**config.mk**
```make
export PLATFORM = sky130hd
export DESIGN_NAME = itc_timer
export DESIGN_NICKNAME = d
export VERILOG_FILES = /design/src/rtl/itc_pkg.sv /design/src/rtl/itc_ext_sync.sv /design/src/rtl/itc_prescaler.sv /design/src/rtl/itc_timer.sv
export SDC_FILE = /design/constraint.sdc
export NUM_CORES = 1
export LEC_CHECK = 0
export BUFFER_PORTS_ARGS = -buffer_cell sky130_fd_sc_hd__clkbuf_2
export CORE_AREA = 2 2 135 137
export CTS_BUF_LIST = sky130_fd_sc_hd__clkbuf_16
export CTS_CLUSTER_SIZE = 14
export DETAILED_ROUTE_END_ITERATION = 12
export DIE_AREA = 0 0 137 139
export PLACE_DENSITY = 0.6
export RECOVER_POWER = 100
export SLEW_MARGIN = 20
export SYNTH_ARGS = -nofsm -noshare
export SYNTH_HDL_FRONTEND = slang
export SYNTH_SLANG_ARGS = --single-unit
export TNS_END_PERCENT = 50
```
**constraint.sdc**
```tcl
create_clock -name pclk -period 3.78 [get_ports pclk]
set_input_delay 0.567 -clock pclk [delete_from_list [all_inputs] [get_ports pclk]]
set_output_delay 0.567 -clock pclk [all_outputs]
set_load 0.03 [all_outputs]
```
**src/rtl/itc_pkg.sv**
```systemverilog
// Package of register offsets, field positions, reset values and encodings for the interval timer.
package itc_pkg;
  localparam logic [7:0] ITC_OFF_CONTROL = 8'h00;
  localparam logic [7:0] ITC_OFF_DIVIDER = 8'h04;
  localparam logic [7:0] ITC_OFF_MODE = 8'h08;
  localparam logic [7:0] ITC_OFF_STATUS = 8'h0c;
  localparam logic [7:0] ITC_OFF_CMPA = 8'h10;
  localparam logic [7:0] ITC_OFF_CMPB = 8'h14;
  localparam logic [7:0] ITC_OFF_READBACK = 8'h18;
  localparam logic [7:0] ITC_OFF_TEST = 8'h1c;
  localparam int ITC_CTL_COUNT_ENABLE = 0;
  localparam int ITC_CTL_CLOCK_SOURCE = 1;
  localparam int ITC_CTL_EDGE_SELECT = 2;
  localparam int ITC_CTL_DIVIDE_ENABLE = 3;
  localparam int ITC_CTL_MODE_LO = 4;
  localparam int ITC_CTL_MODE_HI = 5;
  localparam int ITC_MODE_IRQ_ENABLE = 0;
  localparam int ITC_MODE_ZERO_CLEAR = 1;
  localparam int ITC_STAT_INTERVAL = 0;
  localparam int ITC_TEST_PRESET = 0;
  localparam logic [1:0] ITC_TIMER_MODE_INTERVAL = 2'h0;
  localparam logic [23:0] ITC_CMPA_RESET = 24'hffffff;
  localparam logic [23:0] ITC_CMPB_RESET = 24'h0fffff;
  localparam logic [23:0] ITC_COUNT_RESET = 24'h000000;
  localparam logic [5:0] ITC_CONTROL_RESET = 6'h00;
  localparam logic [2:0] ITC_DIVIDER_RESET = 3'h0;
  localparam logic [7:0] ITC_PRESCALE_RESET = 8'h00;
endpackage

```
**src/rtl/itc_ext_sync.sv**
```systemverilog
// Three-stage synchroniser with agreement filter and edge detection for the external clock.
`timescale 1ns/1ps
module itc_ext_sync (
  input wire logic pclk, // System clock.
  input wire logic presetn, // Asynchronous reset, active low.
  input wire logic ext_in, // External clock pin.
  input wire logic falling_sel, // High selects the falling edge.
  output logic edge_pulse // One-cycle pulse on the chosen edge.
);
  logic s1_reg;
  logic s2_reg;
  logic s3_reg;
  logic level_reg;
  logic agree;

  assign agree = (s2_reg == s3_reg);

  always_ff @(posedge pclk or negedge presetn) begin
    if (!presetn) begin
      s1_reg <= 1'b0;
      s2_reg <= 1'b0;
      s3_reg <= 1'b0;
    end else begin
      s1_reg <= ext_in;
      s2_reg <= s1_reg;
      s3_reg <= s2_reg;
    end
  end

  always_ff @(posedge pclk or negedge presetn) begin
    if (!presetn) begin
      level_reg <= 1'b0;
    end else if (agree) begin
      level_reg <= s3_reg;
    end
  end

  // The edge counts once the filtered level changes.
  assign edge_pulse = agree && (s3_reg != level_reg) && (s3_reg == !falling_sel);
endmodule // itc_ext_sync

```
**src/rtl/itc_prescaler.sv**
```systemverilog
// Power-of-two prescaler that turns source ticks into count enables.
`timescale 1ns/1ps
module itc_prescaler (
  input wire logic pclk, // System clock.
  input wire logic presetn, // Asynchronous reset, active low.
  input wire logic tick_in, // Source tick, one cycle.
  input wire logic divide_en, // High enables division.
  input wire logic [2:0] divide_code, // Division code, ratio 2 to the code plus one.
  input wire logic clear, // Restarts the prescaler.
  output logic tick_out // Divided tick, one cycle.
);
  import itc_pkg::*;
  logic [7:0] cnt_reg;
  logic [7:0] limit;

  // Code n divides by 2**(n+1), so the counter wraps at that value minus one.
  assign limit = 8'(({1'b0, 8'h01} << (4'(divide_code) + 4'h1)) - 9'h001);

  always_ff @(posedge pclk or negedge presetn) begin
    if (!presetn) begin
      cnt_reg <= ITC_PRESCALE_RESET;
    end else if (clear || !divide_en) begin
      cnt_reg <= ITC_PRESCALE_RESET;
    end else if (tick_in) begin
      cnt_reg <= (cnt_reg >= limit) ? ITC_PRESCALE_RESET : cnt_reg + 8'h01;
    end
  end

  assign tick_out = divide_en ? (tick_in && cnt_reg >= limit) : tick_in;
endmodule // itc_prescaler

```
**src/rtl/itc_timer.sv**
```systemverilog
// Interval timer/counter with APB register slave.
// Behaviour
// - Match A while counting sets flag, requests, only when request enable is set
// - Writing zero clears flag; one ignored
// - Compare A read/write, resets to ones
// - Compare B read/write, printed reset value
// - Readback shows live count, top reserved
// - Preset control allows writing the count
// - Reserved bits read zero, writes dropped
// - Interval mode when mode field is 00
// - Source select: system clock or external
// - Divide enable divides by 2 to 256
// - Edge select picks external counting edge
// - Count enable starts counter incrementing
// - Request is flag gated by enable, inverted
// - Zero clear restarts counter at match
// - Without zero clear counter halts at match
// - Single request, periodic if zero clear set
// - Enable low never asserts a request
// - System clock counts on rising edge
//
// The APB slave port and the address map were chosen for this implementation.
`timescale 1ns/1ps
module itc_timer (
  input wire logic pclk, // System clock, 100 MHz.
  input wire logic presetn, // Asynchronous reset, active low.
  input wire logic psel, // APB select.
  input wire logic penable, // APB enable.
  input wire logic pwrite, // APB direction, high for write.
  input wire logic [7:0] paddr, // APB byte address.
  input wire logic [31:0] pwdata, // APB write data.
  input wire logic [3:0] pstrb, // APB byte strobes.
  output logic [31:0] prdata, // APB read data.
  output logic pready, // APB ready.
  output logic pslverr, // APB error for unmapped addresses.
  input wire logic ext_clk_in, // External count clock pin.
  output logic timer_irq_n // Timer interrupt request, active low.
);
  import itc_pkg::*;

  ////////////////////////////////////////////////////////////////////////////
  logic [5:0] timer_control_reg;
  logic [2:0] clock_divider_reg;
  logic [1:0] interval_mode_reg;
  logic interval_status_flag_reg;
  logic [23:0] compare_value_a_reg;
  logic [23:0] compare_value_b_reg;
  logic [23:0] count_reg;
  logic preset_test_control_reg;
  logic halted_reg;
  logic [31:0] prdata_reg;

  logic wr;
  logic rd;
  logic mapped;
  logic [31:0] wmask;
  logic count_enable;
  logic clock_source_select;
  logic ext_edge_select;
  logic clock_divide_enable;
  logic [1:0] timer_mode_field;
  logic interval_irq_enable;
  logic zero_clear_enable;
  logic ext_tick;
  logic src_tick;
  logic count_tick;
  logic match_a;
  logic count_write;
  logic flag_clear;

  ////////////////////////////////////////////////////////////////////////////
  assign wr = psel && penable && pwrite;
  assign rd = psel && penable && !pwrite;
  assign pready = 1'b1;
  assign mapped = (paddr[1:0] == 2'b00) && (paddr <= ITC_OFF_TEST);
  assign pslverr = psel && penable && !mapped;
  assign wmask = {{8{pstrb[3]}}, {8{pstrb[2]}}, {8{pstrb[1]}}, {8{pstrb[0]}}};

  assign count_enable = timer_control_reg[ITC_CTL_COUNT_ENABLE];
  assign clock_source_select = timer_control_reg[ITC_CTL_CLOCK_SOURCE];
  assign ext_edge_select = timer_control_reg[ITC_CTL_EDGE_SELECT];
  assign clock_divide_enable = timer_control_reg[ITC_CTL_DIVIDE_ENABLE];
  assign timer_mode_field = timer_control_reg[ITC_CTL_MODE_HI:ITC_CTL_MODE_LO];
  assign interval_irq_enable = interval_mode_reg[ITC_MODE_IRQ_ENABLE];
  assign zero_clear_enable = interval_mode_reg[ITC_MODE_ZERO_CLEAR];

  ////////////////////////////////////////////////////////////////////////////
  // Count source and prescaler.
  itc_ext_sync u_ext_sync (
    .pclk(pclk),
    .presetn(presetn),
    .ext_in(ext_clk_in),
    .falling_sel(ext_edge_select),
    .edge_pulse(ext_tick)
  );

  // The internal source ticks every rising pclk edge.
  assign src_tick = clock_source_select ? ext_tick : 1'b1;

  itc_prescaler u_prescaler (
    .pclk(pclk),
    .presetn(presetn),
    .tick_in(src_tick),
    .divide_en(clock_divide_enable),
    .divide_code(clock_divider_reg),
    .clear(!count_enable),
    .tick_out(count_tick)
  );

  ////////////////////////////////////////////////////////////////////////////
  // Counter.
  assign match_a = count_enable && (timer_mode_field == ITC_TIMER_MODE_INTERVAL)
                   && (count_reg == compare_value_a_reg) && !halted_reg;
  assign count_write = wr && (paddr == ITC_OFF_READBACK) && preset_test_control_reg;

  always_ff @(posedge pclk or negedge presetn) begin
    if (!presetn) begin
      count_reg <= ITC_COUNT_RESET;
    end else if (count_write) begin
      count_reg <= (count_reg & ~wmask[23:0]) | (pwdata[23:0] & wmask[23:0]);
    end else if (match_a && zero_clear_enable && count_tick) begin
      count_reg <= ITC_COUNT_RESET;
    end else if (count_enable && count_tick && !match_a && !halted_reg) begin
      count_reg <= count_reg + 24'h000001;
    end
  end

  // Without zero clear the counter stops at the match until restarted.
  always_ff @(posedge pclk or negedge presetn) begin
    if (!presetn) begin
      halted_reg <= 1'b0;
    end else if (!count_enable || count_write || (halted_reg && zero_clear_enable)) begin
      halted_reg <= 1'b0;
    end else if (match_a && !zero_clear_enable) begin
      halted_reg <= 1'b1;
    end
  end

  ////////////////////////////////////////////////////////////////////////////
  // Interval status flag, set on a new match, set wins over clear.
  assign flag_clear = wr && (paddr == ITC_OFF_STATUS) && pstrb[0] && !pwdata[ITC_STAT_INTERVAL];

  always_ff @(posedge pclk or negedge presetn) begin
    if (!presetn) begin
      interval_status_flag_reg <= 1'b0;
    end else if (match_a && interval_irq_enable && !halted_reg && (count_tick || !zero_clear_enable)) begin
      interval_status_flag_reg <= 1'b1;
    end else if (flag_clear) begin
      interval_status_flag_reg <= 1'b0;
    end
  end

  always_ff @(posedge pclk or negedge presetn) begin
    if (!presetn) begin
      timer_irq_n <= 1'b1;
    end else begin
      timer_irq_n <= !(interval_status_flag_reg && interval_irq_enable);
    end
  end

  ////////////////////////////////////////////////////////////////////////////
  // Register writes; reserved bits are simply not stored.
  always_ff @(posedge pclk or negedge presetn) begin
    if (!presetn) begin
      timer_control_reg <= ITC_CONTROL_RESET;
    end else if (wr && paddr == ITC_OFF_CONTROL && pstrb[0]) begin
      timer_control_reg <= pwdata[5:0];
    end
  end

  always_ff @(posedge pclk or negedge presetn) begin
    if (!presetn) begin
      clock_divider_reg <= ITC_DIVIDER_RESET;
    end else if (wr && paddr == ITC_OFF_DIVIDER && pstrb[0]) begin
      clock_divider_reg <= pwdata[2:0];
    end
  end

  always_ff @(posedge pclk or negedge presetn) begin
    if (!presetn) begin
      interval_mode_reg <= 2'h0;
    end else if (wr && paddr == ITC_OFF_MODE && pstrb[0]) begin
      interval_mode_reg <= pwdata[1:0];
    end
  end

  always_ff @(posedge pclk or negedge presetn) begin
    if (!presetn) begin
      preset_test_control_reg <= 1'b0;
    end else if (wr && paddr == ITC_OFF_TEST && pstrb[0]) begin
      preset_test_control_reg <= pwdata[ITC_TEST_PRESET];
    end
  end

  always_ff @(posedge pclk or negedge presetn) begin
    if (!presetn) begin
      compare_value_a_reg <= ITC_CMPA_RESET;
    end else if (wr && paddr == ITC_OFF_CMPA) begin
      compare_value_a_reg <= (compare_value_a_reg & ~wmask[23:0]) | (pwdata[23:0] & wmask[23:0]);
    end
  end

  // Software is expected to keep this above compare A; nothing here enforces it.
  always_ff @(posedge pclk or negedge presetn) begin
    if (!presetn) begin
      compare_value_b_reg <= ITC_CMPB_RESET;
    end else if (wr && paddr == ITC_OFF_CMPB) begin
      compare_value_b_reg <= (compare_value_b_reg & ~wmask[23:0]) | (pwdata[23:0] & wmask[23:0]);
    end
  end

  ////////////////////////////////////////////////////////////////////////////
  // Read data, registered at the setup cycle so it is valid in the access phase.
  always_ff @(posedge pclk or negedge presetn) begin
    if (!presetn) begin
      prdata_reg <= 32'h00000000;
    end else if (psel && !penable && !pwrite) begin
      case (paddr)
        ITC_OFF_CONTROL: prdata_reg <= {26'h0000000, timer_control_reg};
        ITC_OFF_DIVIDER: prdata_reg <= {29'h00000000, clock_divider_reg};
        ITC_OFF_MODE: prdata_reg <= {30'h00000000, interval_mode_reg};
        ITC_OFF_STATUS: prdata_reg <= {31'h00000000, interval_status_flag_reg};
        ITC_OFF_CMPA: prdata_reg <= {8'h00, compare_value_a_reg};
        ITC_OFF_CMPB: prdata_reg <= {8'h00, compare_value_b_reg};
        ITC_OFF_READBACK: prdata_reg <= {8'h00, count_reg};
        ITC_OFF_TEST: prdata_reg <= {31'h00000000, preset_test_control_reg};
        default: prdata_reg <= 32'h00000000;
      endcase
    end
  end

  assign prdata = rd ? prdata_reg : 32'h00000000;
endmodule // itc_timer

```
==> results.yml <==
timing:
  clock.fmax_mhz: 292
  holdWs_ns: 0.254
  maxSlewViolCount: 45
  slew_headroom: -0.656
  setup_violations: 0
  fin_crit_sh: 0.906
  rsz0062_at_grt: "false"
  fin_crit_ns: 3.43
  worst_slew_pin_slew_ns: 2.48
  hold_viol_final: 0
  finalSetupTns_ns: 0
  finClkSkew_ns: 0.00886
  fin_ws_ns: 0.353
worst_setup_path:
  path_cells: "or3_1, ha_1, nor2_1, a32oi_1, ha_1, nand4_1, a21oi_1, a21oi_4, nor2_1, nand3_2, and2_1, o22ai_1"
  cp_max_fo: 10
  slowest_delay_ns: 0.46
  worstSetupPathType: "reg2reg"
  critPathSlowestCell: "dfrtp_1"
  startpoint_type: "flip-flop"
  critPathRequiredTime_ns: 4.12
  cp_data_arrival_time_ns: 3.76
  crit_path_end_kind: "flip-flop"
floorplan:
  initial_utilization: 0.392
  die-area_mm2: 0.0190
  die_h_um: 139
  pin_count: 85
  die_x_um: 137
  core_mm2: 0.0177
  rows: 49
clock_tree:
  clk_pin_slew_ns: 0.06
  cts_hold_buf: 0
  cts_buffer_depth: 2
  cts_setup_buffers: 0
  ctsHtreeMaxLevel: 4
  cts_root_buf: "clkbuf_16"
  cts_tree: "built"
  cts_made_buffers: 17
  cts.sinks: 123
  cts_resized: 0
  clock_latency_ns: 0.42
route:
  viasPerCell: 5.77
  drt_iter0_markers: 440
  routed_wl_um: 18800
  ant_nets: 0
  wl_per_cell_um: 19.3
  dr.pass1.iters: 6
  drc: 0
  num_vias: 5641
status:
  violations: "max-capacitance violations, max-slew violations"
  status: "finished with violations"
global_route:
  gr-total-overflow: 0
  grt_max_degree: 45
  grt_pass1_wl_um: 30600
  grtUsageTotal: 0.206
  grt_pass1_vias: 5716
  antenna_found_initial: 0
cells_and_area:
  final_common_cell: "dfrtp_1"
  seq_area_mm2: 0.00313
  multiInputGateArea_mm2: 0.00347
  final_cell_mix: "dfrtp_1, mux2_2, nor2_1"
  fillerInstances: 1684
  area_growth_pct: 15.5
  drive_gt1_frac: 0.282
  diodes: 0
  num-nets-final: 796
synth:
  synth_edf_count: 0
  syn-mean-instance-area_um2: 10.2
  synthesis.area_mm2: 0.00691
  synthCells: 679
  synth.largest_area_cell: "dfrtp_1"
  synth_cell_types: 73
  async_flop_share: 1.00
  ys_top_cells_by_area: "dfrtp_1, dfstp_2, mux2_2, a222oi_1, nor2_1"
  yosysWarnings: 0
  synth-seq-cells: 123
  yosysSeqAreaShare: 0.453
  ys.flop_type: "dfrtp_1"
  synthDominantCellAreaShare: 0.282
placed_design:
  io_buffers: 66
  place_congestion: 0.905
  dp_hpwl_um: 13800
  dp_worst_setup_slack_ns: 0.387
pwr:
  powerDensity_mw_per_mm2: 417
  ir_drop_mv: 0.295
  p_leak_uw: 0.00327
job:
  max_cap_viol_count: 1
hold_path:
  hp-class: "in2reg"
[power by group]
part           internal (uW)  total, uW  switching (uW)
combinational           68.1        209             141
clock                   1100       1720             616
sequential              1370       1400            31.0
total                   2540       3330             788
[cells in the mapped netlist (13+ instances only)]
cell type,count
mux2_2,60
o211ai_1,13
a222oi_1,23
nand4_1,17
dfstp_2,45
inv_1,17
nand3_1,20
and3_1,17
a21oi_1,23
a22oi_1,19
nand2_1,44
xnor2_1,22
clkbuf_1,35
nor2_1,57
dfrtp_1,78
o21ai_0,16
and2_1,29
[kinds of logic (layout without fill, tap and decap cells)]
logic type               after synthesis  after routing  synth area share
adder cells (fa/ha/maj)               12             12            0.0214
AND/OR/NAND/NOR                      235            235             0.184
flip-flops                           123            123             0.453
buffers and inverters                 71            131            0.0480
XOR/XNOR                              29             29            0.0367
AO/OA/AOI/OAI                        146            146             0.157
multiplexers                          61             61            0.0992
other                                  2             11           0.00109
[layer usage]
layer  wire length, um  part of all wire  GRT usage
met1              8470              0.45      0.277
met2              9110              0.48      0.329
met3               987             0.052     0.0493
met4               268             0.014     0.0613
met5                 0                 0          0
[through the flow]
stage / utilization / power [uW] / std cells / area [um^2]
after floorplan: - / 1540 / 688 / 6950
after global placement: 0.420 / 1630 / 945 / 7420
after detailed placement: 0.420 / 1640 / 945 / 7420
after CTS: 0.456 / 3370 / 977 / 8050
after global routing: 0.452 / 3450 / 977 / 7990
final: 0.452 / 3330 / 977 / 7990
[final timing paths]
check	from	endpoint	slack, ns	cells after the start
worst max-delay path	clock_divider_reg[0]	flip-flop	0.35	12
worst min-delay path	ext_clk_in	u_ext_sync.s1_reg	0.25	1
worst max register to register	clock_divider_reg[0]	flip-flop	0.35	12
worst min register to register	u_ext_sync.s1_reg	u_ext_sync.s2_reg	0.35	0
max in group asynchronous	presetn	async pin	0.99	2
min in group asynchronous	presetn	u_ext_sync.s1_reg	0.91	1
[critical path: cells and delay by family, from the launching register on]
family                     cells  cell delay [ns]
and+or+nand+nor                6             1.64
adders and majority gates      2             0.51
DFF                            1             0.46
AOI/OAI and AO/OA              4             0.71
[final cells by class]
cell class	count	area share
Inverter	17	0.00799
Clock inverter	15	0.0249
Tap cell	229	0.0359
Clock buffer	17	0.0533
Timing Repair Buffer	82	0.0503
Multi-Input combinational cell	494	0.435
Sequential cell	123	0.393
Power figures use the tool's default switching activity.
